<file path="src/pkg/dspcls_pkg.sv">
// package: constants and types for the extension opcode classifier
// Functional notes
// - The major opcode entry is found by instruction bits 31..29 as row and 28..26 as column.
// - A code reserved for future use raises a Reserved Instruction exception and does nothing.
// - A field-class code is not a full instruction and is resolved through a further field.
// - A code valid only at a higher architecture level raises Reserved Instruction here.
// - Unimplemented partner codes raise Reserved Instruction, or Coprocessor Unusable if access is denied.
// - Debug support codes are optional, raise Reserved Instruction if absent and match the map if present.
// - Extension codes raise Reserved Instruction when the extension is not present.
// - Second-release codes execute on second-release parts and raise Reserved Instruction on first-release.
// - Signal-processing instructions are recognised only in one major pool and sub-decoded there.
package dspcls_pkg;
    localparam int ROW_MSB     = 31;
    localparam int ROW_LSB     = 29;
    localparam int COL_MSB     = 28;
    localparam int COL_LSB     = 26;
    localparam int MINOR_MSB   = 9;
    localparam int MINOR_LSB   = 0;
    localparam int CLS_LATENCY = 1;

    // map position of the pool holding the signal-processing instructions
    localparam logic [5:0] DSP_POOL_OP   = 6'h00;
    // encoding-map attribute of each major code
    typedef enum logic [3:0] {
        DSPCLS_ATTR_VALID,
        DSPCLS_ATTR_RSVD,
        DSPCLS_ATTR_FIELD,
        DSPCLS_ATTR_HIGHER,
        DSPCLS_ATTR_PARTNER,
        DSPCLS_ATTR_DEBUG,
        DSPCLS_ATTR_EXT,
        DSPCLS_ATTR_OBSOLETE,
        DSPCLS_ATTR_REL2
    } dspcls_attr_t;

    typedef enum logic [1:0] {
        DSPCLS_OUT_VALID,
        DSPCLS_OUT_FIELD,
        DSPCLS_OUT_EXC
    } dspcls_out_t;

    typedef enum logic [1:0] {
        DSPCLS_EXC_NONE,
        DSPCLS_EXC_RI,
        DSPCLS_EXC_CPU
    } dspcls_exc_t;
endpackage

</file>
<file path="src/pkg/dspcls_map_if.sv">
// interface: major-code lookup between classifier and map
`timescale 1ns/1ps
interface dspcls_map_if;
    import dspcls_pkg::*;
    logic [2:0]   row;
    logic [2:0]   col;
    dspcls_attr_t attr;
    logic         cop;
    modport requester (output row, output col, input attr, input cop);
    modport map       (input row, input col, output attr, output cop);
endinterface

</file>
<file path="src/design/dspcls_top.sv">
// module: extension opcode classifier, one registered verdict per word
`timescale 1ns/1ps
module dspcls_top
    import dspcls_pkg::*;
#(
    parameter bit HAS_DSP   = 1'b1,
    parameter bit HAS_DEBUG = 1'b0,
    parameter bit IS_REL2   = 1'b1
)(
    // clock and reset
    input  wire logic        clock_i,
    input  wire logic        resetn_i,
    // fetch side
    input  wire logic        insn_valid_i,
    input  wire logic [31:0] insn_i,
    input  wire logic        cop_usable_i,
    // sub-decode hints from minor tables
    input  wire logic [2:0]  minor_attr_i,
    // verdict
    output logic             out_valid_o,
    output dspcls_out_t      outcome_o,
    output dspcls_exc_t      exc_cause_o,
    output logic             dsp_insn_o,
    output logic [9:0]       minor_o,
    output logic             obsolete_o
);
    dspcls_map_if mif ();
    assign mif.row = insn_i[ROW_MSB:ROW_LSB];
    assign mif.col = insn_i[COL_MSB:COL_LSB];

    dspcls_major_map u_map (
        .m (mif)
    );

    // minor_attr_i codes: 0 valid,1 rsvd,2 ext,3 debug,4 rel2,5 obsolete
    wire [2:0] mattr = minor_attr_i;
    wire is_pool_w   = ({mif.row, mif.col} == DSP_POOL_OP);

    wire ri_rsvd_w  = (mif.attr == DSPCLS_ATTR_RSVD) || (is_pool_w && mattr == 3'h1);
    wire ri_high_w  = (mif.attr == DSPCLS_ATTR_HIGHER);
    wire cpu_w      = (mif.attr == DSPCLS_ATTR_PARTNER) && mif.cop && !cop_usable_i;
    wire ri_part_w  = (mif.attr == DSPCLS_ATTR_PARTNER) && !cpu_w;
    wire ri_dbg_w   = is_pool_w && (mattr == 3'h3) && !HAS_DEBUG;
    wire ri_ext_w   = is_pool_w && (mattr == 3'h2) && !HAS_DSP;
    wire ri_rel_w   = is_pool_w && (mattr == 3'h4) && !IS_REL2;
    wire dsp_w      = is_pool_w && (mattr == 3'h2) && HAS_DSP;
    wire field_w    = (mif.attr == DSPCLS_ATTR_FIELD) && !dsp_w;

    // only minor codes 6 and 7 leave a field class
    wire sub_w      = field_w && (mattr[2:1] == 2'h3);

    wire ri_w = ri_rsvd_w | ri_high_w | ri_part_w | ri_dbg_w | ri_ext_w | ri_rel_w;
    wire dspcls_exc_t exc_w = cpu_w ? DSPCLS_EXC_CPU :
                              ri_w  ? DSPCLS_EXC_RI : DSPCLS_EXC_NONE;
    wire dspcls_out_t out_w = (exc_w != DSPCLS_EXC_NONE) ? DSPCLS_OUT_EXC :
                              sub_w ? DSPCLS_OUT_FIELD :
                              DSPCLS_OUT_VALID;

    always_ff @(posedge clock_i or negedge resetn_i) begin
        if (!resetn_i) begin
            out_valid_o <= 1'b0;
            outcome_o   <= DSPCLS_OUT_VALID;
            exc_cause_o <= DSPCLS_EXC_NONE;
            dsp_insn_o  <= 1'b0;
            minor_o     <= 10'h000;
            obsolete_o  <= 1'b0;
        end else begin
            out_valid_o <= insn_valid_i;
            outcome_o   <= out_w;
            exc_cause_o <= exc_w;
            dsp_insn_o  <= insn_valid_i && dsp_w && !ri_w;
            minor_o     <= insn_i[MINOR_MSB:MINOR_LSB];
            obsolete_o  <= insn_valid_i && is_pool_w && (mattr == 3'h5);
        end
    end

    rsvd_exc_a: assert property (@(posedge clock_i) disable iff (!resetn_i)
        insn_valid_i && ri_rsvd_w |=> exc_cause_o == DSPCLS_EXC_RI)
        else $error("reserved code did not raise RI");
    high_exc_a: assert property (@(posedge clock_i) disable iff (!resetn_i)
        insn_valid_i && ri_high_w |=> outcome_o == DSPCLS_OUT_EXC)
        else $error("higher level code not trapped");
    cop_unusable_a: assert property (@(posedge clock_i) disable iff (!resetn_i)
        insn_valid_i && cpu_w |=> exc_cause_o == DSPCLS_EXC_CPU)
        else $error("coprocessor unusable missing");
    cop_allowed_a: assert property (@(posedge clock_i) disable iff (!resetn_i)
        insn_valid_i && mif.attr == DSPCLS_ATTR_PARTNER && cop_usable_i
        |=> exc_cause_o == DSPCLS_EXC_RI)
        else $error("usable coprocessor code not trapped as RI");
    one_outcome_a: assert property (@(posedge clock_i) disable iff (!resetn_i)
        out_valid_o |-> ((outcome_o == DSPCLS_OUT_EXC) == (exc_cause_o != DSPCLS_EXC_NONE)))
        else $error("outcome and cause disagree");
    dsp_clean_a: assert property (@(posedge clock_i) disable iff (!resetn_i)
        dsp_insn_o |-> outcome_o == DSPCLS_OUT_VALID && exc_cause_o == DSPCLS_EXC_NONE)
        else $error("dsp instruction with another outcome");
    verdict_lat_a: assert property (@(posedge clock_i) disable iff (!resetn_i)
        out_valid_o == $past(insn_valid_i))
        else $error("verdict not one cycle after word");
    dsp_pool_a: assert property (@(posedge clock_i) disable iff (!resetn_i)
        dsp_insn_o |-> $past(insn_i[31:26]) == DSP_POOL_OP)
        else $error("dsp outside pool");
    dsp_found_a: assert property (@(posedge clock_i) disable iff (!resetn_i)
        insn_valid_i && is_pool_w && mattr == 3'h2 && HAS_DSP |=> dsp_insn_o)
        else $error("dsp instruction not recognised");
    field_cls_a: assert property (@(posedge clock_i) disable iff (!resetn_i)
        out_valid_o && outcome_o == DSPCLS_OUT_FIELD |-> $past(insn_i[31:26]) == DSP_POOL_OP)
        else $error("field class outside pool");
    field_minor_a: assert property (@(posedge clock_i) disable iff (!resetn_i)
        insn_valid_i && is_pool_w && mattr[2:1] == 2'h3 |=> outcome_o == DSPCLS_OUT_FIELD)
        else $error("field class not passed on");
    minor_pass_a: assert property (@(posedge clock_i) disable iff (!resetn_i)
        out_valid_o |-> minor_o == $past(insn_i[MINOR_MSB:MINOR_LSB]))
        else $error("minor field not carried");
    debug_opt_a: assert property (@(posedge clock_i) disable iff (!resetn_i)
        insn_valid_i && ri_dbg_w |=> exc_cause_o == DSPCLS_EXC_RI)
        else $error("debug code not trapped");
    debug_impl_a: assert property (@(posedge clock_i) disable iff (!resetn_i)
        insn_valid_i && is_pool_w && mattr == 3'h3 && HAS_DEBUG
        |=> outcome_o == DSPCLS_OUT_VALID)
        else $error("present debug code not executed");
    ext_absent_a: assert property (@(posedge clock_i) disable iff (!resetn_i)
        insn_valid_i && ri_ext_w |=> !dsp_insn_o && outcome_o == DSPCLS_OUT_EXC)
        else $error("missing extension not trapped");
    rel_two_a: assert property (@(posedge clock_i) disable iff (!resetn_i)
        insn_valid_i && ri_rel_w |=> exc_cause_o == DSPCLS_EXC_RI)
        else $error("release two code not trapped");
    rel_two_ok_a: assert property (@(posedge clock_i) disable iff (!resetn_i)
        insn_valid_i && is_pool_w && mattr == 3'h4 && IS_REL2
        |=> outcome_o == DSPCLS_OUT_VALID && exc_cause_o == DSPCLS_EXC_NONE)
        else $error("release two code not executed");
    obsolete_flag_a: assert property (@(posedge clock_i) disable iff (!resetn_i)
        insn_valid_i && is_pool_w && mattr == 3'h5
        |=> obsolete_o && outcome_o == DSPCLS_OUT_VALID)
        else $error("obsolete code not flagged");
    row_col_a: assert property (@(posedge clock_i) disable iff (!resetn_i)
        insn_valid_i && insn_i[31:29] == 3'h6 && insn_i[28:26] == 3'h2
        |=> exc_cause_o == DSPCLS_EXC_RI)
        else $error("row column lookup wrong");

    dsp_seen_c: cover property (@(posedge clock_i) disable iff (!resetn_i) dsp_insn_o);
    ri_seen_c:  cover property (@(posedge clock_i) disable iff (!resetn_i)
        out_valid_o && exc_cause_o == DSPCLS_EXC_RI);
    cpu_seen_c: cover property (@(posedge clock_i) disable iff (!resetn_i)
        out_valid_o && exc_cause_o == DSPCLS_EXC_CPU);
    field_seen_c: cover property (@(posedge clock_i) disable iff (!resetn_i)
        out_valid_o && outcome_o == DSPCLS_OUT_FIELD);
    obs_seen_c: cover property (@(posedge clock_i) disable iff (!resetn_i)
        out_valid_o && obsolete_o);
endmodule

</file>
<file path="src/design/dspcls_major_map.sv">
// module: major opcode encoding map lookup
`timescale 1ns/1ps
module dspcls_major_map
    import dspcls_pkg::*;
(
    dspcls_map_if.map m
);
    wire [5:0] code = {m.row, m.col};
    wire rsvd_w  = (m.row <= 3'h1) && m.col[2];
    wire pool_w  = (code == DSP_POOL_OP);
    wire high_w  = (m.row == 3'h6) && (m.col == 3'h2);
    // map position used for coprocessor partner space
    wire cop_w   = (m.row == 3'h2) && (m.col == 3'h0);
    assign m.cop  = cop_w;
    assign m.attr = pool_w ? DSPCLS_ATTR_FIELD :
                    rsvd_w ? DSPCLS_ATTR_RSVD :
                    high_w ? DSPCLS_ATTR_HIGHER :
                    cop_w  ? DSPCLS_ATTR_PARTNER : DSPCLS_ATTR_VALID;
endmodule

</file>
<file path="config.mk">
export PLATFORM = sky130hd
export DESIGN_NAME = dspcls_top
export DESIGN_NICKNAME = d
export VERILOG_FILES = /design/src/pkg/dspcls_pkg.sv /design/src/pkg/dspcls_map_if.sv /design/src/design/dspcls_top.sv /design/src/design/dspcls_major_map.sv
export SDC_FILE = /design/constraint.sdc
export NUM_CORES = 1
export LEC_CHECK = 0
export ABC_AREA = 0
export BUFFER_PORTS_ARGS = -buffer_cell sky130_fd_sc_hd__buf_2
export CORE_ASPECT_RATIO = 1.25
export CORE_MARGIN = 2
export CORE_UTILIZATION = 35
export DETAILED_ROUTE_END_ITERATION = 10
export PLACE_DENSITY = 0.76
export SLEW_MARGIN = 20
export SYNTH_ARGS = -nofsm -noshare
export SYNTH_HDL_FRONTEND = slang
export SYNTH_HIERARCHICAL = 1
export SYNTH_SLANG_ARGS = --single-unit
</file>
<file path="constraint.sdc">
create_clock -name clock_i -period 1.6 [get_ports clock_i]
set_clock_uncertainty 0.15 [all_clocks]
set_input_delay 0.24 -clock clock_i [delete_from_list [all_inputs] [get_ports clock_i]]
set_output_delay 0.24 -clock clock_i [all_outputs]
set_load 0.02 [all_outputs]
</file>
=== Word level (Yosys, flattened, before mapping) ===
Cells that the tools add are included.

* Output and inout bits: 17
* Flip-flop bits (word level): 17

* Mux-type cells: 8
* Reductions and logical operators: 23
* Equal/unequal tests: 12
* Order comparisons: 1
* Bitwise logic cells: 3

{| class="wikitable"
|+ Operator list
! kind !! count
|-
| logical AND 1 bit || 15
|-
| == test 3 x 2 -> 1 bit, second input constant || 4
|-
| two-way mux 4 bit || 3
|-
| == test 4 x 2 -> 1 bit, second input constant || 2
|-
| == test 3 bit, second input constant || 2
|-
| zero test 6 bit || 1
|-
| == test 4 x 1 -> 1 bit, second input constant || 1
|-
| == test 4 x 3 -> 1 bit, second input constant || 1
|-
| zero test 1 bit || 4
|-
| two-way mux 2 bit || 2
|-
| == test 3 x 1 -> 1 bit, second input constant || 1
|-
| less-or-equal comparator 3 x 1 -> 1 bit, second input constant || 1
|-
| zero test 3 bit || 1
|-
| two-way mux 3 bit || 1
|-
| OR 1 bit || 3
|-
| == test 2 bit, second input constant || 1
|-
| two-way mux 1 bit || 2
|-
| nonzero test 2 bit || 1
|-
| logical OR 1 bit || 1
|}

=== Depth between registers and ports, before layout ===
Gate-level depths: netlist of run 1.

* Depth after elaboration: 17
* Gate-level depth with buffers: 5
* Gate-level depth less buffers: 5

=== Modules after synthesis ===
The synthesis of run 1 kept the hierarchy.

{| class="wikitable"
|+ Modules (own cells, without submodules)
! module !! cells each !! times used !! area each (sq um) !! seq. area each (sq um)
|-
| dspcls_top || 34 || 1 || 541.8 || 425.4
|-
| dspcls_major_map || 10 || 1 || 75.1 || 0.0
|}

=== Worst setup path before layout of run 1 ===
Ideal clock, no wire load.

* Path kind: input to register
* From: in insn_i[29]
* To: reg dsp_insn_o
* Data arrival time: 1,471 ps
* Cell stages on the path: 5
* Setup slack: -89 ps
* Cells stage by stage: nor4b_1 > nor3b_1 > nor3b_1 > a41oi_1 > and4_1

* Longest elaborated chain between the ends: 15

{| class="wikitable"
|+ RTL lines
! item !! line !! RTL
|-
| start, declared || dspcls_top.sv:15 || <nowiki>input wire logic [31:0] insn_i,</nowiki>
|-
| == test 3 x 2 -> 1 bit || dspcls_major_map.sv:13 || <nowiki>wire cop_w = (m.row == 3'h2) && (m.col == 3'h0);</nowiki>
|-
| logical AND 1 bit || dspcls_major_map.sv:13 ||
|-
| two-way mux 3 bit || dspcls_major_map.sv:18 || <nowiki>cop_w ? DSPCLS_ATTR_PARTNER : DSPCLS_ATTR_VALID;</nowiki>
|-
| two-way mux 4 bit || dspcls_major_map.sv:17 || <nowiki>high_w ? DSPCLS_ATTR_HIGHER :</nowiki>
|-
| two-way mux 4 bit || dspcls_major_map.sv:16 || <nowiki>rsvd_w ? DSPCLS_ATTR_RSVD :</nowiki>
|-
| two-way mux 4 bit (*) || dspcls_major_map.sv:15 || <nowiki>assign m.attr = pool_w ? DSPCLS_ATTR_FIELD :</nowiki>
|-
| named net mif.attr[2] || dspcls_map_if.sv:7 || <nowiki>dspcls_attr_t attr;</nowiki>
|-
| == test 4 x 3 -> 1 bit || dspcls_top.sv:41, dspcls_top.sv:42 ||
|-
| logical AND 1 bit (2 in series) || dspcls_top.sv:41 || <nowiki>wire cpu_w = (mif.attr == DSPCLS_ATTR_PARTNER) && mif.cop && !cop_usable_i;</nowiki>
|-
| zero test 1 bit || dspcls_top.sv:42 || <nowiki>wire ri_part_w = (mif.attr == DSPCLS_ATTR_PARTNER) && !cpu_w;</nowiki>
|-
| logical AND 1 bit || dspcls_top.sv:42 ||
|-
| OR 1 bit (*) (2 in series) || dspcls_top.sv:52 || <nowiki>wire ri_w = ri_rsvd_w | ri_high_w | ri_part_w | ri_dbg_w | ri_ext_w | ri_rel_w;</nowiki>
|-
| zero test 1 bit (*) || dspcls_top.sv:71 || <nowiki>dsp_insn_o <= insn_valid_i && dsp_w && !ri_w;</nowiki>
|-
| logical AND 1 bit (*) || dspcls_top.sv:71 ||
|-
| end signal, assigned || dspcls_top.sv:71 ||
|-
| end, declared || dspcls_top.sv:23 || <nowiki>output logic dsp_insn_o,</nowiki>
|}

The timed path passes the listed nets; every way through them passes the cells marked *.

=== Final worst setup path of run 1 ===
* From: in insn_i[30]
* To: reg outcome_o[1]

{| class="wikitable"
|+ RTL lines
! item !! line !! RTL
|-
| branches (longest 4 deep; another with less-or-equal comparator 3 x 1 -> 1 bit) || n/a ||
|-
| two-way mux 4 bit (*) || dspcls_major_map.sv:15 ||
|-
| named net mif.attr[1] || dspcls_map_if.sv:7 ||
|-
| == test 4 x 3 -> 1 bit (*) || dspcls_top.sv:41 ||
|-
| logical AND 1 bit (*) (2 in series) || dspcls_top.sv:41 ||
|-
| named net cpu_w || dspcls_top.sv:41 ||
|-
| zero test 1 bit || dspcls_top.sv:42 ||
|-
| logical AND 1 bit || dspcls_top.sv:42 ||
|-
| OR 1 bit (2 in series) || dspcls_top.sv:52 ||
|-
| two-way mux 1 bit || dspcls_top.sv:54 || <nowiki>ri_w ? DSPCLS_EXC_RI : DSPCLS_EXC_NONE;</nowiki>
|-
| two-way mux 2 bit (*) || dspcls_top.sv:53 || <nowiki>wire dspcls_exc_t exc_w = cpu_w ? DSPCLS_EXC_CPU :</nowiki>
|-
| nonzero test 2 bit (*) || dspcls_top.sv:55 || <nowiki>wire dspcls_out_t out_w = (exc_w != DSPCLS_EXC_NONE) ? DSPCLS_OUT_EXC :</nowiki>
|-
| two-way mux 2 bit (*) || dspcls_top.sv:55 ||
|-
| named net out_w[1] || dspcls_top.sv:55 ||
|-
| end signal, assigned || dspcls_top.sv:69 || <nowiki>outcome_o <= out_w;</nowiki>
|-
| end, declared || dspcls_top.sv:21 || <nowiki>output dspcls_out_t outcome_o,</nowiki>
|}

Mark *: on every way through the listed nets, which the timed path passes.

==> flow_metrics.env, run 1 <==
export IMPL_die_w_um=41.6
export IMPL_synth_top_cell_area_share=0.690
export IMPL_core_rowCount=16
export IMPL_path_clk_slew_ns=0.08
export IMPL_critPathMaxFanout=3
export IMPL_swShare=0.233
export IMPL_pwr_share_clk=0.263
export IMPL_numCtsBuffers=3
export IMPL_regArea_um2=425
export IMPL_max_stage_delay_ns=0.42
export IMPL_area_growth_pct=75.1
export IMPL_grt_max_degree=18
export IMPL_remaining_drc_errors=0
export IMPL_antenna_found_initial=0
export IMPL_place_gp_congestion=0.820
export IMPL_avgSynthCellArea_um2=14.0
export IMPL_critical_path_class="input pin to register"
export IMPL_worstPathArrival_ns=1.53
export IMPL_drt_first_iter_violations=11
export IMPL_synth_area_leader_cell="dfrtp_1"
export IMPL_path_buf_inv=2
export IMPL_io_pin_count=56
export IMPL_yosysMostFrequentCell="dfrtp_1"
export IMPL_cp_cell_sequence="buf_2 -> or3_1 -> a2111oi_4 -> inv_2 -> and4b_1 -> nand3b_1"
export IMPL_die_area_mm2=0.00212
export IMPL_first_pass_iters=4
export IMPL_max_cap_violations=0
export IMPL_syn_nets=83
export IMPL_p_leak_nw=0.548
export IMPL_synthTopCellsByCount="dfrtp_1, nor2_1, nor3b_1"
export IMPL_grt_pass1_wl_um=2400
export IMPL_fmax_mhz=656
export IMPL_ys_flop_type="dfrtp_1"
export IMPL_critPathCaptureType="register"
export IMPL_holdCritPathClass="input pin to register"
export IMPL_p_per_area_mw_per_mm2=740
export IMPL_cts_sinks=17
export IMPL_die_y_um=50.9
export IMPL_ys_warn_count=6
export IMPL_cp_required_ns=1.61
export IMPL_synth_edf_count=0
export IMPL_grt_overflow_total=0
export IMPL_grt_usage=0.150
export IMPL_multi_input_area_um2=211
export IMPL_whs_ns=0.0657
export IMPL_final_core_util=0.674
export IMPL_async_reset_ff_frac=1.00
export IMPL_fin_area_mm2=0.00108
export IMPL_maxSlewViolCount=0
export IMPL_yosysSeqAreaShare=0.690
export IMPL_p_switching_mw=0.186
export IMPL_finalSetupTns_ns=0
export IMPL_n_antenna_cell=0
export IMPL_outcome="finished, final reports clean"
export IMPL_clockBufferDepth=2
export IMPL_setup_viol=0
export IMPL_ir_worst_vdd_uv=377
export IMPL_cpMaxStageDelayCell="or3_1"
export IMPL_syn_area_um2=617
export IMPL_layout_nets=148
export IMPL_min_from="minor_attr_i[1]"
export IMPL_place_port_buffers=39
export IMPL_ys_ff_latch=17
export IMPL_wl_per_cell_um=10.9
export IMPL_comb_power_share=0.176
export IMPL_synth_area_leaders="dfrtp_1, nor3b_1, and4b_1"
export IMPL_holdPathStages=3
export IMPL_wirelength_um=1380
export IMPL_crit_family="simple AND/OR/NAND/NOR gates"
export IMPL_core_mm2=0.00160
export IMPL_period_minus_slack_ns=1.52
export IMPL_power_total_mw=0.799
export IMPL_cts_tree="yes"
export IMPL_clockRootBuffer="clkbuf_4"
export IMPL_cts_setup_buffers=0
export IMPL_finalHoldViolCount=0
export IMPL_power_frac_seq=0.561
export IMPL_vias=597
export IMPL_dp_hpwl_um=1060
export IMPL_grt_pass1_vias=618
export IMPL_start_util=0.385
export IMPL_synthCells=44
export IMPL_synth_cell_types=21
export IMPL_min_to="outcome_o[0]"
export IMPL_n_fill_cell=121
export IMPL_power_internal_mw=0.613
export IMPL_fin_crit_sh=0.953
export IMPL_drtAntennaViolNets=0
export IMPL_cts_max_level=1
export IMPL_drive_gt1_frac=0.537
export IMPL_placed_cell_area_um2=915
export IMPL_routed_via_density=4.74
export IMPL_cp_start_kind="input pin"
flip-flops by register name (all words and copies together), names as in the netlist:
register and cells:
out_valid_o 1, outcome_o 2, dsp_insn_o 1, exc_cause_o 2, minor_o 10, obsolete_o 1
how the worst max path moves through the flow:
| stage | startpoint | to | slack, ns | cells past startpoint |
|---|---|---|---|---|
| 2_1_floorplan | insn_i[30] | outcome_o[1] | -0.02 | 5 |
| 3_3_place_gp | insn_i[30] | outcome_o[1] | -0.23 | 6 |
| 3_5_place_dp | insn_i[30] | outcome_o[1] | -0.25 | 6 |
| 4_1_cts | insn_i[30] | outcome_o[1] | 0.06 | 6 |
| 5_1_grt | insn_i[29] | dsp_insn_o | -0.003 | 7 |
| 6_report | insn_i[30] | outcome_o[1] | 0.08 | 6 |
cells in the final DEF, fill, tap and decap left out, types with 2 or more instances in the layout:
| cell | n |
|---|---|
| nor2_1 | 4 |
| buf_2 | 39 |
| dfrtp_1 | 17 |
| clkbuf_4 | 3 |
| nand3_1 | 2 |
| buf_4 | 10 |
| and4b_1 | 2 |
| dlygate4sd3_1 | 12 |
| nor3b_1 | 2 |
repair_timing:
action | CTS | global route
resized for setup | 0 | 3
hold buffers | 12 | 0
hold endpoints to repair | 28 | 0
setup endpoints to repair | 0 | 3
cells by family after synthesis:
group | count (synthesis) | synth area share
AOI/OAI and AO/OA | 4 | 0.0629
buffers and inverters | 2 | 0.0183
DFF | 17 | 0.690
other | 1 | 0.00608
and+or+nand+nor | 20 | 0.223
cell type report:
class	instances	share of cell area
flip-flops and latches	17	0.394
repair buffers	61	0.362
multi-input cells	25	0.196
clock buffers	4	0.0243
well taps	18	0.0209
inverters	1	0.00348
stage by stage:
step / worst slack (ns) / instances
4_1_cts: 0.0616 / 126
5_1_grt: -0.00288 / 126
3_5_place_dp: -0.251 / 110
3_3_place_gp: -0.233 / 110
2_1_floorplan: -0.0239 / 44
6_report: 0.0760 / 126
routing by layer:
| metal | GRT usage | wire [µm] | up-vias |
|---|---|---|---|
| li1 | - | - | 289 |
| met1 | 0.143 | 507 | 270 |
| met2 | 0.279 | 696 | 36 |
| met3 | 0.0424 | 159 | 2 |
| met4 | 0.0968 | 15 | 0 |
| met5 | 0 | 0 | - |
power by group through the flow:
stage               registers [mW]  clock network, mW  logic, mW
detailed placement           0.457                  0      0.116
CTS                          0.448              0.222      0.138
floorplan                    0.480                  0     0.0170
global route                 0.451              0.238      0.154
finish                       0.448              0.210      0.141
global placement             0.457                  0      0.113
Note: power is estimated with default switching activity, not from simulation.
==> inputs of run 2 (changes only) <==
- BUFFER_PORTS_ARGS: -buffer_cell sky130_fd_sc_hd__buf_2 -> -buffer_cell sky130_fd_sc_hd__buf_4
- MAX_ROUTING_LAYER: unset -> met4
==> run 2 against run 1 <==
Against the previous run:
- sequential share of layout area shrank 4.2 points
- maximum frequency shrank 3.3%
- global-route usage grew 3.7 points
- first-iteration DRC count shrank 36%
- cell count is the same
- flip-flop and latch count is the same
- combinational power grew 24%
- clock power is essentially flat
- worst setup slack lost 0.052 ns
- critical path type unchanged
==> flow_metrics.env, run 2 (synthesized netlist as in run 1, its figures left out) <==
export IMPL_grt_setup_unrepaired="yes"
export IMPL_ir_worst_vdd_uv=397
export IMPL_p_per_area_mw_per_mm2=694
export IMPL_layout_cells_most_common="buf_4"
export IMPL_largest_reg_flops=10
export IMPL_setup_viol=0
export IMPL_fin_crit_sh=0.985
export IMPL_die_y_um=50.9
export IMPL_n_fill_cell=104
export IMPL_area_growth_pct=95.7
export IMPL_critical_path_class="input pin to register"
export IMPL_core_mm2=0.00160
export IMPL_finalHoldViolCount=0
export IMPL_regMostFlops="minor_o"
export IMPL_n_antenna_cell=0
export IMPL_drt_first_iter_violations=7
export IMPL_vias=602
export IMPL_p_leak_nw=0.585
export IMPL_max_stage_delay_ns=0.39
export IMPL_grt_usage=0.188
export IMPL_grt_overflow_total=0
export IMPL_grt_pass1_vias=672
export IMPL_place_port_buffers=39
export IMPL_swShare=0.234
export IMPL_critPathCaptureType="register"
export IMPL_mostFrequentLayoutCells="buf_4, dfrtp_1, dlygate4sd3_1"
export IMPL_path_clk_slew_ns=0.08
export IMPL_cts_tree="yes"
export IMPL_die_area_mm2=0.00212
export IMPL_numCtsBuffers=3
export IMPL_wirelength_um=1700
export IMPL_multi_input_area_um2=234
export IMPL_antenna_found_initial=0
export IMPL_cp_start_kind="input pin"
export IMPL_comb_power_share=0.209
export IMPL_dp_hpwl_um=1330
export IMPL_placed_cell_area_mm2=0.00101
export IMPL_critPathMaxFanout=3
export IMPL_maxSlewViolCount=0
export IMPL_period_minus_slack_ns=1.58
export IMPL_wl_per_cell_um=13.5
export IMPL_max_cap_violations=0
export IMPL_cp_cell_sequence="buf_6 -> or3_4 -> a2111oi_4 -> inv_2 -> a41oi_4 -> and4_1"
export IMPL_reg_top3="minor_o: 10 flops, exc_cause_o: 2 flops, outcome_o: 2 flops"
export IMPL_die_w_um=41.6
export IMPL_clockRootBuffer="clkbuf_4"
export IMPL_power_internal_mw=0.642
export IMPL_routed_via_density=4.78
export IMPL_power_frac_seq=0.538
export IMPL_fin_area_mm2=0.00121
export IMPL_cts_max_level=1
export IMPL_io_pin_count=56
export IMPL_holdCritPathClass="input pin to register"
export IMPL_grt_max_degree=18
export IMPL_clockBufferDepth=2
export IMPL_regArea_um2=425
export IMPL_drtAntennaViolNets=0
export IMPL_layout_nets=148
export IMPL_place_gp_congestion=0.771
export IMPL_p_switching_mw=0.196
export IMPL_core_rowCount=16
export IMPL_grt_pass1_wl_um=2840
export IMPL_pwr_share_clk=0.253
export IMPL_first_pass_iters=3
export IMPL_fmax_mhz=634
export IMPL_remaining_drc_errors=0
export IMPL_cts_setup_buffers=0
export IMPL_outcome="finished, final reports clean"
export IMPL_cp_required_ns=1.68
export IMPL_worstPathArrival_ns=1.65
export IMPL_drive_gt1_frac=0.546
export IMPL_cts_sinks=17
export IMPL_whs_ns=0.0536
export IMPL_cpMaxStageDelayCell="or3_4"
export IMPL_start_util=0.385
==> run 2: final cells by class <==
| type | count | share of cell area |
|---|---|---|
| Sequential cell | 17 | 0.352 |
| Inverter | 1 | 0.00311 |
| Multi-Input combinational cell | 25 | 0.194 |
| Clock buffer | 4 | 0.0218 |
| Tap cell | 18 | 0.0187 |
| Timing Repair Buffer | 61 | 0.410 |
==> run 2: power by group through the flow <==
| stage | clock network, mW | logic, mW | registers (mW) |
|---|---|---|---|
| after floorplan | 0 | 0.0170 | 0.480 |
| after global placement | 0 | 0.137 | 0.458 |
| after detailed placement | 0 | 0.141 | 0.459 |
| after CTS | 0.221 | 0.165 | 0.450 |
| after global routing | 0.249 | 0.188 | 0.452 |
| final | 0.212 | 0.175 | 0.451 |
==> run 2: through the flow <==
step           std cells   util  setup WS [ns]  setup TNS [ns]  power, mW
2_1_floorplan         44      -        -0.0239         -0.0239      0.497
3_3_place_gp         110  0.632         -0.247          -0.887      0.595
3_5_place_dp         110  0.632         -0.284           -1.08      0.600
4_1_cts              126  0.723         0.0304               0      0.837
5_1_grt              126  0.754        -0.0704          -0.118      0.890
6_report             126  0.754         0.0235               0      0.838
==> run 2: final timing paths <==
check / start / endpoint / slack (ns) / cells past startpoint
worst min-delay path: minor_attr_i[1] / outcome_o[0] / 0.05 / 3
worst max-delay path: insn_i[27] / dsp_insn_o / 0.02 / 6
max in group asynchronous: resetn_i / exc_cause_o[1] / 0.93 / 2
min in group asynchronous: resetn_i / minor_o[7] / 0.19 / 2
==> run 2: timing repair <==
item,CTS,global route
endpoints found under the setup margin,0,4
hold buffers,12,0
hold endpoints to repair,28,0
resized for setup,0,8
==> run 2: routing by layer <==
layer / track usage / vias up / routed length [µm]
met2: 0.354 / 37 / 925
met3: 0.0424 / 5 / 158
met4: 0.0806 / 0 / 35
met1: 0.181 / 270 / 577
met5: - / - / 0
li1: - / 290 / -
==> run 2: worst max-delay path: cells and delay by family <==
family	cells	cell delay (ns)
AO/OA/AOI/OAI	2	0.62
AND/OR/NAND/NOR	2	0.59
buffers and inverters	2	0.19
==> inputs of run 3 (changes only) <==
- CTS_BUF_LIST: unset -> sky130_fd_sc_hd__clkbuf_4 sky130_fd_sc_hd__clkbuf_8
==> run 3 against run 2 <==
Against the previous run:
- sequential power about the same
- flip-flop and latch count did not move
- hold slack better by 0.0036 ns
- combinational power hardly changed
- cell area grew 0.31%
- maximum frequency down 1.2%
- critical path type unchanged
- largest cell class unchanged
- largest power group unchanged
==> flow_metrics.env, run 3 (synthesized netlist as in run 1, its figures left out) <==
export IMPL_critPathCaptureType="register"
export IMPL_outcome="finished, final reports clean"
export IMPL_worst_slack_ns=0.00481
export IMPL_cts_max_level=1
export IMPL_grt_usage=0.185
export IMPL_largest_reg_flops=10
export IMPL_fmax_mhz=627
export IMPL_drive_gt1_frac=0.556
export IMPL_mostFrequentLayoutCells="buf_4, dfrtp_1, dlygate4sd3_1"
export IMPL_grt_pass1_wl_um=2810
export IMPL_layout_nets=148
export IMPL_maxSlewViolCount=0
export IMPL_place_port_buffers=39
export IMPL_ir_worst_vdd_uv=398
export IMPL_grt_overflow_total=0
export IMPL_n_antenna_cell=0
export IMPL_multi_input_area_um2=234
export IMPL_clockBufferDepth=2
export IMPL_n_fill_cell=102
export IMPL_cts_tree="yes"
export IMPL_critPathMaxFanout=3
export IMPL_max_stage_delay_ns=0.39
export IMPL_wl_per_cell_um=13.3
export IMPL_remaining_drc_errors=0
export IMPL_max_cap_violations=0
export IMPL_setup_viol=0
export IMPL_io_pin_count=56
export IMPL_grt_pass1_vias=667
export IMPL_place_gp_congestion=0.771
export IMPL_wirelength_um=1680
export IMPL_p_per_area_mw_per_mm2=704
export IMPL_regArea_um2=425
export IMPL_path_clk_slew_ns=0.08
export IMPL_worstPathArrival_ns=1.67
export IMPL_holdCritPathClass="input pin to register"
export IMPL_final_core_util=0.756
export IMPL_cts_sinks=17
export IMPL_regMostFlops="minor_o"
export IMPL_die_w_um=41.6
export IMPL_cp_start_kind="input pin"
export IMPL_cp_required_ns=1.67
export IMPL_numCtsBuffers=3
export IMPL_die_area_mm2=0.00212
export IMPL_start_util=0.385
export IMPL_drt_first_iter_violations=4
export IMPL_antenna_found_initial=0
export IMPL_reg_top3="minor_o: 10 flops, exc_cause_o: 2 flops, outcome_o: 2 flops"
export IMPL_critical_path_class="input pin to register"
export IMPL_core_rowCount=16
export IMPL_cp_cell_sequence="buf_6 -> or3_4 -> a2111oi_4 -> inv_2 -> a41oi_4 -> and4_1"
export IMPL_post_place_ws_ns=-0.284
export IMPL_area_growth_pct=96.3
export IMPL_first_pass_iters=4
export IMPL_p_leak_nw=0.589
export IMPL_drtAntennaViolNets=0
export IMPL_routed_via_density=4.90
export IMPL_period_minus_slack_ns=1.60
export IMPL_finalHoldViolCount=0
export IMPL_grt_max_degree=18
export IMPL_cpMaxStageDelayCell="or3_4"
export IMPL_core_mm2=0.00160
export IMPL_vias=618
export IMPL_layout_cells_most_common="buf_4"
export IMPL_die_y_um=50.9
export IMPL_dp_hpwl_um=1330
export IMPL_grt_setup_unrepaired="yes"
export IMPL_clockRootBuffer="clkbuf_4"
export IMPL_fin_crit_sh=0.997
export IMPL_cts_setup_buffers=0
run 3: cell counts in the layout (fill, tap and decap cells not counted):
Identical to the previous run, type by type.
run 3: stage by stage:
stage	TNS (ns)	instances	hold WS (ns)	total power [mW]	instance area, µm²
after floorplan	-0.0239	44	-0.206	0.497	629
after global placement	-0.887	110	-0.0448	0.595	1010
after detailed placement	-1.08	110	-0.0445	0.600	1010
after CTS	0	126	0.0410	0.856	1160
after global routing	-0.139	126	0.0699	0.900	1210
final	0	126	0.0572	0.852	1210
run 3: metal layers:
| metal | GRT usage | vias up | wire length, µm |
|---|---|---|---|
| met2 | 0.352 | 43 | 909 |
| met4 | 0.0806 | 0 | 36 |
| met3 | 0.0424 | 5 | 172 |
| li1 | - | 291 | - |
| met1 | 0.174 | 279 | 562 |
| met5 | - | - | 0 |
run 3: worst max-delay path: cells and delay by family:
family | cells | cell delay (ns)
AND/OR/NAND/NOR | 2 | 0.60
AO/OA/AOI/OAI | 2 | 0.62
buffers and inverters | 2 | 0.19
run 3: path summary, 6_finish.rpt:
check / depth (start not counted) / startpoint / slack [ns] / endpoint
max in group asynchronous: 2 / resetn_i / 0.94 / minor_o[4]
worst min-delay path: 3 / minor_attr_i[1] / 0.06 / outcome_o[0]
worst max-delay path: 6 / insn_i[27] / 0.005 / dsp_insn_o
min in group asynchronous: 2 / resetn_i / 0.19 / outcome_o[0]
run 3: area by class of cell:
type | instances | share of cell area
timing repair buffer | 61 | 0.409
inverter | 1 | 0.00310
sequential | 17 | 0.351
tap | 18 | 0.0186
multi-input combinational | 25 | 0.193
clock buffer | 4 | 0.0248
run 3: what timing repair did:
action,4_1_cts,5_1_grt
endpoints found under the hold margin,28,0
endpoints found under the setup margin,0,4
gates resized for setup,0,8
hold buffers,12,0
run 3: power by group:
part           total, mW  internal, mW  switching, mW
clock              0.227         0.114          0.113
combinational      0.175        0.0993         0.0754
sequential         0.451         0.445        0.00537
total              0.852         0.658          0.194
